`src/dram_map.svh`:
```
// Purpose: Constants of the page mode memory controller.
// Assumes: 40 MHz ref_clk, 25 ns period.
// Notes:   Times in their own unit; cycle counts derived from them.
`ifndef DRAM_MAP_SVH
`define DRAM_MAP_SVH
`define CLK_PERIOD_NS    25
`define ROW_BITS         11
`define COL_BITS         11
`define LANES            4
`define LANE_BITS        9
`define WORD_BITS        36
`define INIT_PAUSE_US    200
`define INIT_REFRESHES   8
`define REFRESH_ROWS     2048
`define REFRESH_MS       32
`define CYC_NS_FAST      110
`define CYC_NS_SLOW      130
`define RAS_NS_FAST      60
`define RAS_NS_SLOW      70
`define RAS_MAX_NS       16000
`define PRE_NS_FAST      40
`define PRE_NS_SLOW      50
`define RCD_MIN_NS       20
`define RCD_MAX_NS_FAST  45
`define RCD_MAX_NS_SLOW  50
`define ACC_NS_FAST      60
`define ACC_NS_SLOW      70
`define CAS_NS_FAST      15
`define CAS_NS_SLOW      20
`define CPRE_NS          10
`define CPA_NS_FAST      35
`define CPA_NS_SLOW      40
`define CAPTURE_STAGES   2
`define PD_GROUNDED      1'b0
`define PD_OPEN          1'b1
// Round a least time up to whole cycles; a zero time gives zero
`define CYC_UP(ns) (((ns) + `CLK_PERIOD_NS - 1) / `CLK_PERIOD_NS)
`endif

```
`src/dram_pkg.sv`:
```
// Purpose: Types for the page mode memory controller.
// Assumes: dram_map.svh holds the numbers.
// Notes:   Request and answer travel as packed structs.
package dram_pkg;
    `include "dram_map.svh"
    // Host operation codes
    typedef enum logic [1:0] {
        op_read, op_write, op_refresh_row, op_refresh_cbr
    } op_t;
    // One request from the user
    typedef struct packed {
        op_t                     op;
        logic [`ROW_BITS-1:0]    row;
        logic [`COL_BITS-1:0]    col;
        logic [`LANES-1:0]       lanes;
        logic                    last;
        logic [`WORD_BITS-1:0]   wdata;
    } req_t;
    // One read answer
    typedef struct packed {
        logic [`WORD_BITS-1:0]   rdata;
        logic [`ROW_BITS-1:0]    col;
    } rsp_t;
endpackage

```
`src/dram_host.sv`:
```
// Purpose: Controller driving a 4M x 36 fast page mode memory module.
// Assumes: Single clock ref_clk 40 MHz, rst synchronous active high.
// Notes:   Strobes are active low pins; data bus is three signals.
// How it works
// - Row strobe high means standby, bus released
// - Read: row, then column with write high
// - Early write: column falls with write low
// - Page read: one row, many columns read
// - Page write: one row, many columns written
// - Row-only refresh: row strobe, column high
// - Column-first refresh: column before row falls
// - Power-up: 200 us pause, eight row refreshes
// - Internal counter: eight column-first refreshes instead
// - Random cycles spaced 110 or 130 ns
// - Row strobe low 60/70 ns, under 16K
// - Row precharge 40 or 50 ns
// - Column strobe at least 20 ns after row
// - 2048 refreshes within every 32 ms
// - Eleven-bit row and column multiplexed address
module dram_host
    import dram_pkg::*;
#(
    parameter int INIT_CYC    = `INIT_PAUSE_US * 1000 / `CLK_PERIOD_NS,
    parameter int REFI_CYC    = `REFRESH_MS * 1000000 / `CLK_PERIOD_NS
                                / `REFRESH_ROWS,
    parameter bit USE_CBR     = 1'b0
) (
    // Clock and reset
    input  wire logic                  ref_clk,
    input  wire logic                  rst,
    // Speed grade: 1 selects the slower grade
    input  wire logic                  slow_grade,
    // User request
    input  wire logic                  req_valid,
    input  wire req_t                  req,
    output logic                       req_ready,
    // User read answer
    output logic                       rsp_valid,
    output rsp_t                       rsp,
    // Status
    output logic                       init_done,
    output logic [3:0]                 presence_seen,
    // Module pins, strobes active low
    output logic                       row_strobe_n,
    output logic [`LANES-1:0]          col_strobe_n,
    output logic                       write_n,
    output logic [`ROW_BITS-1:0]       addr,
    output logic [`WORD_BITS-1:0]      dq_out,
    output logic [`WORD_BITS-1:0]      dq_oe,
    input  wire logic [`WORD_BITS-1:0] dq_in,
    // Presence straps from the module
    input  wire logic                  presence_bit_one,
    input  wire logic                  presence_bit_two,
    input  wire logic                  presence_bit_three,
    input  wire logic                  presence_bit_four
);
    localparam int CW = 16;
    // Derived cycle counts per grade
    localparam logic [CW-1:0] RAS_F = CW'(`CYC_UP(`RAS_NS_FAST));
    localparam logic [CW-1:0] RAS_S = CW'(`CYC_UP(`RAS_NS_SLOW));
    localparam logic [CW-1:0] PRE_F = CW'(`CYC_UP(`PRE_NS_FAST));
    localparam logic [CW-1:0] PRE_S = CW'(`CYC_UP(`PRE_NS_SLOW));
    localparam logic [CW-1:0] CYC_F = CW'(`CYC_UP(`CYC_NS_FAST));
    localparam logic [CW-1:0] CYC_S = CW'(`CYC_UP(`CYC_NS_SLOW));
    localparam logic [CW-1:0] RCD   = CW'(`CYC_UP(`RCD_MIN_NS));
    localparam logic [CW-1:0] ACC_F = CW'(`CYC_UP(`ACC_NS_FAST));
    localparam logic [CW-1:0] ACC_S = CW'(`CYC_UP(`ACC_NS_SLOW));
    localparam logic [CW-1:0] CAC_F = CW'(`CYC_UP(`CPA_NS_FAST));
    localparam logic [CW-1:0] CAC_S = CW'(`CYC_UP(`CPA_NS_SLOW));
    localparam logic [CW-1:0] CPRE  = CW'(`CYC_UP(`CPRE_NS));
    // Register stages between the data pins and the kept word
    localparam logic [CW-1:0] CAPT  = CW'(`CAPTURE_STAGES);
    localparam logic [CW-1:0] RASMX = CW'(`RAS_MAX_NS / `CLK_PERIOD_NS);
    localparam int LW = `LANE_BITS;

    // Controller states
    typedef enum logic [3:0] {
        s_pause, s_init_ref, s_idle, s_row, s_col, s_col_hold,
        s_col_pre, s_cbr_col, s_cbr_row, s_precharge
    } state_t;

    state_t             st_q;             // Current state
    logic [31:0]        pause_q;          // Power-up pause count
    logic [3:0]         init_n_q;         // Init refreshes done
    logic [31:0]        refi_q;           // Refresh interval count
    logic               ref_due_q;        // Refresh owed
    logic [CW-1:0]      t_q;              // Phase timer
    logic [CW-1:0]      ras_t_q;          // Time since row fell
    logic [CW-1:0]      cyc_t_q;          // Time since cycle start
    logic [`ROW_BITS-1:0] ref_row_q;      // Row-only refresh counter
    req_t               cur_q;            // Held request
    logic [3:0]         pd_s1_q, pd_s2_q, pd_s3_q; // Strap syncs
    logic [`WORD_BITS-1:0] rd_s1_q, rd_s2_q;       // Read data stages
    logic               cbr_q;            // Column-first or owed refresh in flight

    // Grade-dependent limits
    wire [CW-1:0] ras_min = slow_grade ? RAS_S : RAS_F;
    wire [CW-1:0] pre_min = slow_grade ? PRE_S : PRE_F;
    wire [CW-1:0] cyc_min = slow_grade ? CYC_S : CYC_F;
    wire [CW-1:0] acc_ras = slow_grade ? ACC_S : ACC_F;
    wire [CW-1:0] acc_cas = slow_grade ? CAC_S : CAC_F;
    wire          pend    = ref_due_q;
    wire          near_max = (ras_t_q + acc_cas + CPRE + CAPT) >= RASMX;

    // Presence straps pass three flops, settle when two agree
    always_ff @(posedge ref_clk) begin
        pd_s1_q <= {presence_bit_four, presence_bit_three,
                    presence_bit_two, presence_bit_one};
        pd_s2_q <= pd_s1_q;
        pd_s3_q <= pd_s2_q;
        if (rst) begin
            presence_seen <= 4'h0;
        end else if (pd_s2_q == pd_s3_q) begin
            presence_seen <= pd_s3_q;
        end
    end

    // Read data captured into two stages
    always_ff @(posedge ref_clk) begin
        rd_s1_q <= dq_in;
        rd_s2_q <= rd_s1_q;
    end

    always_ff @(posedge ref_clk) begin
        if (rst) begin
            refi_q    <= 32'h0;
            ref_due_q <= 1'b0;
        end else begin
            refi_q <= (refi_q >= 32'(REFI_CYC - 1)) ? 32'h0 : refi_q + 1;
            // Set wins over clear
            if (refi_q >= 32'(REFI_CYC - 1) && init_done)
                ref_due_q <= 1'b1;
            else if (st_q == s_precharge && t_q == 0 && cbr_q)
                ref_due_q <= 1'b0;
        end
    end

    // Cycle timers since row strobe fell and since cycle start
    always_ff @(posedge ref_clk) begin
        if (rst || st_q == s_idle || st_q == s_init_ref) begin
            ras_t_q <= '0;
            cyc_t_q <= '0;
        end else begin
            if (!row_strobe_n && ras_t_q != '1) ras_t_q <= ras_t_q + 1'b1;
            if (cyc_t_q != '1) cyc_t_q <= cyc_t_q + 1'b1;
        end
    end

    // Main sequencer
    always_ff @(posedge ref_clk) begin
        if (rst) begin
            st_q         <= s_pause;
            pause_q      <= 32'h0;
            init_n_q     <= 4'h0;
            init_done    <= 1'b0;
            t_q          <= '0;
            ref_row_q    <= '0;
            cur_q        <= '0;
            cbr_q        <= 1'b0;
            req_ready    <= 1'b0;
            rsp_valid    <= 1'b0;
            rsp          <= '0;
            row_strobe_n <= 1'b1;
            col_strobe_n <= '1;
            write_n      <= 1'b1;
            addr         <= '0;
            dq_out       <= '0;
            dq_oe        <= '0;
        end else begin
            rsp_valid <= 1'b0;
            req_ready <= 1'b0;
            if (t_q != 0) t_q <= t_q - 1'b1;
            unique case (st_q)
                s_pause: begin
                    pause_q <= pause_q + 1;
                    if (pause_q >= 32'(INIT_CYC - 1)) st_q <= s_init_ref;
                end
                // eight init refreshes of the chosen kind
                s_init_ref: begin
                    if (init_n_q == 4'(`INIT_REFRESHES)) begin
                        init_done <= 1'b1;
                        st_q      <= s_idle;
                        req_ready <= 1'b1;
                    end else begin
                        init_n_q <= init_n_q + 1'b1;
                        cbr_q    <= USE_CBR;
                        start_refresh(USE_CBR);
                    end
                end
                // standby: bus floats while row strobe high
                s_idle: begin
                    dq_oe <= '0;
                    // Offered ready binds: take before an owed refresh
                    if (req_valid && req_ready) begin
                        cur_q        <= req;
                        addr         <= req.row;
                        row_strobe_n <= 1'b0;
                        t_q          <= RCD - 1'b1;
                        cbr_q        <= 1'b0;
                        if (req.op == op_refresh_row) begin
                            t_q  <= ras_min - 1'b1;
                            st_q <= s_cbr_row;
                        end else if (req.op == op_refresh_cbr) begin
                            row_strobe_n <= 1'b1;
                            cbr_q        <= 1'b1;
                            start_refresh(1'b1);
                        end else begin
                            st_q <= s_row;
                        end
                    end else if (pend) begin
                        cbr_q <= 1'b1;
                        start_refresh(USE_CBR);
                    end else begin
                        req_ready <= 1'b1;
                    end
                end
                // column falls no sooner than 20 ns after row
                s_row: begin
                    if (t_q == 0) st_q <= s_col;
                end
                s_col: begin
                    addr <= {{(`ROW_BITS-`COL_BITS){1'b0}}, cur_q.col};
                    write_n <= (cur_q.op != op_write);
                    if (cur_q.op == op_write) begin
                        // lanes of data plus parity driven
                        dq_out <= cur_q.wdata;
                        for (int l = 0; l < `LANES; l++)
                            dq_oe[l*LW +: LW] <= {LW{cur_q.lanes[l]}};
                    end
                    col_strobe_n <= ~cur_q.lanes;
                    // wait for latest of access limits, plus the
                    // capture stages so the kept word is sampled late
                    t_q <= (((ras_t_q + acc_cas) < acc_ras)
                           ? acc_ras - ras_t_q : acc_cas) + CAPT;
                    st_q <= s_col_hold;
                end
                s_col_hold: begin
                    if (t_q == 0) begin
                        if (cur_q.op == op_read) begin
                            rsp_valid <= 1'b1;
                            rsp       <= '{rdata: rd_s2_q,
                                           col: {{(`ROW_BITS-`COL_BITS){1'b0}},
                                                 cur_q.col}};
                        end
                        col_strobe_n <= '1;
                        write_n      <= 1'b1;
                        dq_oe        <= '0;
                        t_q          <= CPRE - 1'b1;
                        st_q         <= s_col_pre;
                    end
                end
                // page continues while same row and in budget
                s_col_pre: begin
                    if (t_q == 0) begin
                        if (!cur_q.last && !pend && !near_max && req_valid
                            && req.row == cur_q.row
                            && (req.op == cur_q.op)) begin
                            cur_q <= req;
                            st_q  <= s_col;
                            req_ready <= 1'b1;
                        end else begin
                            close_row();
                        end
                    end
                end
                // column strobe low before row falls, write high
                s_cbr_col: begin
                    if (t_q == 0) begin
                        row_strobe_n <= 1'b0;
                        t_q          <= ras_min - 1'b1;
                        st_q         <= s_cbr_row;
                    end
                end
                // row strobe held its least low time
                s_cbr_row: begin
                    if (t_q == 0) begin
                        close_row();
                    end
                end
                s_precharge: begin
                    if (t_q == 0 && cyc_t_q >= cyc_min) begin
                        st_q <= init_done ? s_idle : s_init_ref;
                        if (init_done) req_ready <= 1'b1;
                    end
                end
                default: st_q <= s_idle;
            endcase
        end
    end

    // Begin a refresh of either kind
    task automatic start_refresh(input logic column_first_refresh);
        if (column_first_refresh) begin
            col_strobe_n <= '0;
            write_n      <= 1'b1;
            t_q          <= CPRE - 1'b1;
            st_q         <= s_cbr_col;
        end else begin
            addr         <= ref_row_q;
            ref_row_q    <= ref_row_q + 1'b1;
            row_strobe_n <= 1'b0;
            t_q          <= ras_min - 1'b1;
            st_q         <= s_cbr_row;
        end
    endtask

    // Raise strobes and enter precharge
    task automatic close_row();
        row_strobe_n <= 1'b1;
        col_strobe_n <= '1;
        write_n      <= 1'b1;
        dq_oe        <= '0;
        t_q          <= pre_min - 1'b1;
        st_q         <= s_precharge;
    endtask
endmodule

```
`config.mk`:
```
export PLATFORM = sky130hd
export DESIGN_NAME = dram_host
export DESIGN_NICKNAME = d
export VERILOG_FILES = /design/src/dram_pkg.sv /design/src/dram_host.sv
export VERILOG_INCLUDE_DIRS = /design/src
export SDC_FILE = /design/constraint.sdc
export NUM_CORES = 1
export LEC_CHECK = 0
export CORE_ASPECT_RATIO = 1.4
export CORE_UTILIZATION = 55
export CTS_BUF_LIST = sky130_fd_sc_hd__clkbuf_16
export CTS_CLUSTER_DIAMETER = 30
export DETAILED_ROUTE_END_ITERATION = 8
export DONT_BUFFER_PORTS = 1
export PLACE_DENSITY = 0.7
export SYNTH_ARGS = -nofsm -noshare
export SYNTH_HDL_FRONTEND = slang
export SYNTH_SLANG_ARGS = --single-unit
```
`constraint.sdc`:
```
create_clock -name ref_clk -period 5.7 [get_ports ref_clk]
set_input_delay 0.57 -clock ref_clk [delete_from_list [all_inputs] [get_ports ref_clk]]
set_output_delay 0.57 -clock ref_clk [all_outputs]
set_load 0.005 [all_outputs]
```
# == Word-level counts from Yosys, hierarchy flattened ==
# Index checks and enable logic that the tools add are counted.
# word_totals
register_bits,425
out_inout_bits,143
# classes
n_addsub,12
n_lt_le_gt_ge,5
n_eq_ne,37
muxes,80
bitwise,4
reduce_logical,42
# op_table
operator,n
2-to-1 mux 65 bit,3
2-to-1 mux 16 bit,10
2-to-1 mux 36 bit,4
case mux 36 bit (4 select lines),1
case mux 65 bit (2 select lines),1
case mux 16 bit (7 select lines),1
2-to-1 mux 4 bit,18
2-to-1 mux 11 bit,6
adder 32 x 1 -> 32 bit (second input constant),2
adder 16 x 1 -> 16 bit (second input constant),3
adder 16 x 2 -> 16 bit (second input constant),3
case mux 4 bit (10 select lines),1
case mux 11 bit (3 select lines),1
greater-or-equal comparator 32 x 10 -> 1 bit (second input constant),1
greater-or-equal comparator 32 x 13 -> 1 bit (second input constant),1
!= test 16 bit (second input constant),2
!= test 2 bit (second input constant),13
2-to-1 mux 1 bit,24
case mux 11 bit (2 select lines),1
equality test 4 x 3 -> 1 bit (second input constant),4
greater-or-equal comparator 16 x 10 -> 1 bit (second input constant),1
greater-or-equal comparator 16 x 3 -> 1 bit,1
zero test 16 bit,1
less-than comparator 16 x 2 -> 1 bit (second input constant),1
other kinds (40),76

# == Logic depth before layout (Yosys ltp) ==
# depth
ltp_word,12
depth_mapped,15

# == Least setup slack after synthesis ==
# No wires, ideal clock.
# synth_timing
kind,reg-to-reg
startpoint,reg ras_t_q[1]
endpoint,reg cur_q[0] in the netlist's numbering
setup_ps,72
arrival_ps,3126
required_ps,5628
setup_slack_ps,2503
stages_incl_launch_ff,14
path_buffers,3
synth_period_minus_slack_ps,3197
cell_sequence,dfxtp_1 buf_4 inv_1 ha_1 or2_2 a2111oi_0 inv_1 a2111oi_2 mux2i_1 a311o_1 a21oi_2 buf_6 buf_12 mux2i_1
# synth_between
elab_chain_len,11
# synth_lines
item,line_no,source
from (decl),dram_host.sv:88,logic [CW-1:0] ras_t_q;
from (signal assigned),dram_host.sv:144,if (!row_strobe_n && ras_t_q != '1) ras_t_q <= ras_t_q + 1'b1;
adder 16 x 2 -> 16 bit,dram_host.sv:103,wire near_max = (ras_t_q + acc_cas + CPRE + CAPT) >= RASMX;
adder 16 x 1 -> 16 bit,dram_host.sv:103,
adder 16 x 2 -> 16 bit,dram_host.sv:103,
greater-or-equal comparator 16 x 10 -> 1 bit,dram_host.sv:103,
zero test 1 bit,dram_host.sv:255,if (!cur_q.last && !pend && !near_max && req_valid
logical AND 1 bit (2 in series),dram_host.sv:255,
logical AND 1 bit,dram_host.sv:256,&& req.row == cur_q.row
logical AND 1 bit,dram_host.sv:257,&& (req.op == cur_q.op)) begin
!= test 2 bit (no source line),n/a,
AND reduction 4 bit (no source line),n/a,
to (signal assigned),dram_host.sv:195,cur_q <= req;
to (signal assigned),dram_host.sv:258,cur_q <= req;
to (decl),dram_host.sv:91,req_t cur_q;
# No other way between the ends.
# A chain may end at the register's enable or synchronous reset.

# == Worst setup path after layout ==
# layout_timing
startpoint,reg ras_t_q[1]
endpoint,reg cur_q[57] in the netlist's numbering
# The elaborated chain is that of the path after synthesis.

==> metrics.txt <==
hold_buf cts 40; most frequent cells after synthesis dfxtp_1 (393), nand2_1 (250), nor2_1 (161); count leader, synth dfxtp_1; P_leak 0.00668 uW; Worst path slowest cell a21oi_4; DRT Wirelength 38100 um; setup_tns 0 ns; routability cong. 0.943; io pins 252; Avg Inst Size Synth 9.01 um2; drt wl/cell 17.0 um; top cells by area, synth dfxtp_1 (48%), nand2_1 (5.8%), nand2b_1 (5.3%); HP Class in -> reg; CP bufs+invs 1; Worst slew margin 0.250; Post-CTS Resized 0; Post-Layout Cell Count 2237; Synth area leader dfxtp_1; setup repair bufs after CTS 0; # setup viols final 0; n_diodes 0; WP data arrival 4.93 ns; core area 0.0292 mm2; CTS buffer count 60; die area 0.0304 mm2; Antenna Violating Nets Remaining 0; number of global-route vias before repair 12214; ys flop type dfxtp_1; R2R setup slack 1.27 ns; worst-path cell chain ha_1 > nand3_1 > nor3_2 > o22ai_1 > a2111oi_2 > mux2i_1 > a311o_1 > a21oi_4 > buf_12 > mux2i_1; largest net degree at the start of global routing 324; Top delay family on crit path compound AO/OA/AOI/OAI gates; #FFs+latches synth 393; YS warnings 0; gr usage total 0.249; min Tclk post-route 4.43 ns; Post-synth ARST share 0; TritonCTS Sinks 393; nets 1940; Filler cells 2399; Distinct cells, synth 76; clk_lat worst skew 0.60 ns; Final Hold Viols 0; CTS tree done; share of cells above drive strength 1 0.0749; H-tree Lvls 2; placed insts 2087; cell area after synthesis 0.0163 mm2; clk buf depth 3; sequential area share after synthesis 0.482; post-synthesis instance total 1810; Max Cap Violations 0; Peak VDD IR 0.354 mV; number of synthesized flops with an enable pin 0; Required @ worst endpoint 6.21 ns; Total Power 7550 uW; clock root buffer clkbuf_16; first-pass GRT wire length 61300 um; initial DRC count 850; actual slew at the worst max-slew pin 1.12 ns; fmax 0.226 GHz; global route overflow 0; critical path type reg -> reg; vias per cell 5.55; Die Width 148 um; RSZ-0062 raised after global routing no; DR vias 12410; Die Ht 206 um; Port Buffers 0; Synth top area share 0.482; Most common cell on crit path mux2i_1; Final period util 0.776; Area growth, synth to finish 14.6%; status finished clean; Power per Cell Area 404 mW/mm2; crit end category flip-flop; Max FO, Critical Path 31; Starting Density 0.559; Residual DRC 0; Worst-path clk slew 0.05 ns; CP peak stage delay 0.73 ns; CP startpoint kind flip-flop; max-slew violation count 0; row count 74; TritonRoute pass-1 iters 5; skew final 0.0196 ns; hpwl dp 24400 um; initial antenna violation count 0
[registers in the layout, indices dropped and copies added (netlist names), 32 cells and up]
| signal | count |
|---|---|
| cur_q | 65 |
| dq_out | 36 |
| pause_q | 32 |
| rd_s1_q | 36 |
| rd_s2_q | 36 |
| refi_q | 32 |
| rsp | 47 |
[power breakdown]
| group | leakage, uW | switching [uW] | internal (uW) | total (uW) |
|---|---|---|---|---|
| registers | 0.00321 | 151 | 2900 | 3050 |
| logic | 0.00248 | 504 | 375 | 879 |
| clock network | 0.000991 | 1420 | 2200 | 3630 |
| total | 0.00668 | 2080 | 5480 | 7550 |
[cell families after synthesis]
group / synth area share
simple gates: 0.232
compound gates: 0.105
xor+xnor: 0.0612
mux: 0.0503
other cells: 0.000230
flops: 0.482
buf+inv: 0.0515
fa+ha+maj: 0.0175
[worst reg2reg max path, cell delays in order (launching register included)]
cell and delay [ns]:
dfxtp_1 0.60, ha_1 0.36, nand3_1 0.39, nor3_2 0.44
o22ai_1 0.17, a2111oi_2 0.41, mux2i_1 0.21, a311o_1 0.43
a21oi_4 0.73, buf_12 0.34, mux2i_1 0.27
[final timing paths]
check | start | to | cells after the start
max | ras_t_q[1] | cur_q[57] | 10
min | rst | dq_out[1] | 1
max reg2reg | ras_t_q[1] | cur_q[57] | 10
min reg2reg | pd_s1_q[3] | pd_s2_q[3] | 0
[layout by cell type, fill, tap and decap left out, types with 6 or more instances in the layout]
cell type        n
a211oi_1        12
a21oi_1        123
a22oi_1         13
a311oi_1        14
and2_1           6
and3_1          19
buf_4           10
clkbuf_16       60
clkinvlp_4      11
conb_1          22
dfxtp_1        393
dlygate4sd3_1   40
ha_1            22
inv_1           33
inv_6            8
inv_8            6
mux2i_1         82
nand2_1        250
nand2b_1       138
nand3_1         36
nand4_1         31
nor2_1         161
nor2b_1         11
nor3_1          32
nor4_1          28
o211ai_1         8
o21ai_0         27
o31ai_1         12
or2_2            9
or3_1           16
or4_1            6
xnor2_1         49
xor2_1          65
[metal layers]
layer  track usage  part of all wire  up-vias
met4         0.109             0.033        0
met3        0.0685             0.067       85
met2         0.442              0.51      337
met5             0                 0        -
met1         0.276              0.39     5868
li1              -                 -     6120
[per-stage QoR]
stage | util | hold slack (ns) | instance area (um2) | setup WS (ns)
3_5_place_dp | 0.557 | 0.312 | 16200 | 1.33
6_report | 0.641 | 0.0526 | 18700 | 1.27
4_1_cts | 0.641 | 0.0298 | 18700 | 1.31
3_3_place_gp | 0.557 | 0.310 | 16200 | 1.46
5_1_grt | 0.641 | 0.0309 | 18700 | 0.959
2_1_floorplan | - | 0.310 | 16400 | 2.50
[layout make-up]
| type | instances | area, um2 | area share |
|---|---|---|---|
| Inverter | 27 | 101 | 0.00542 |
| Clock buffer | 60 | 1500 | 0.0803 |
| Timing Repair Buffer | 51 | 495 | 0.0265 |
| Sequential cell | 393 | 7870 | 0.421 |
| Clock inverter | 50 | 552 | 0.0295 |
| Tap cell | 380 | 475 | 0.0254 |
| Multi-Input combinational cell | 1276 | 7710 | 0.412 |
(Power assumes the default switching activity.)
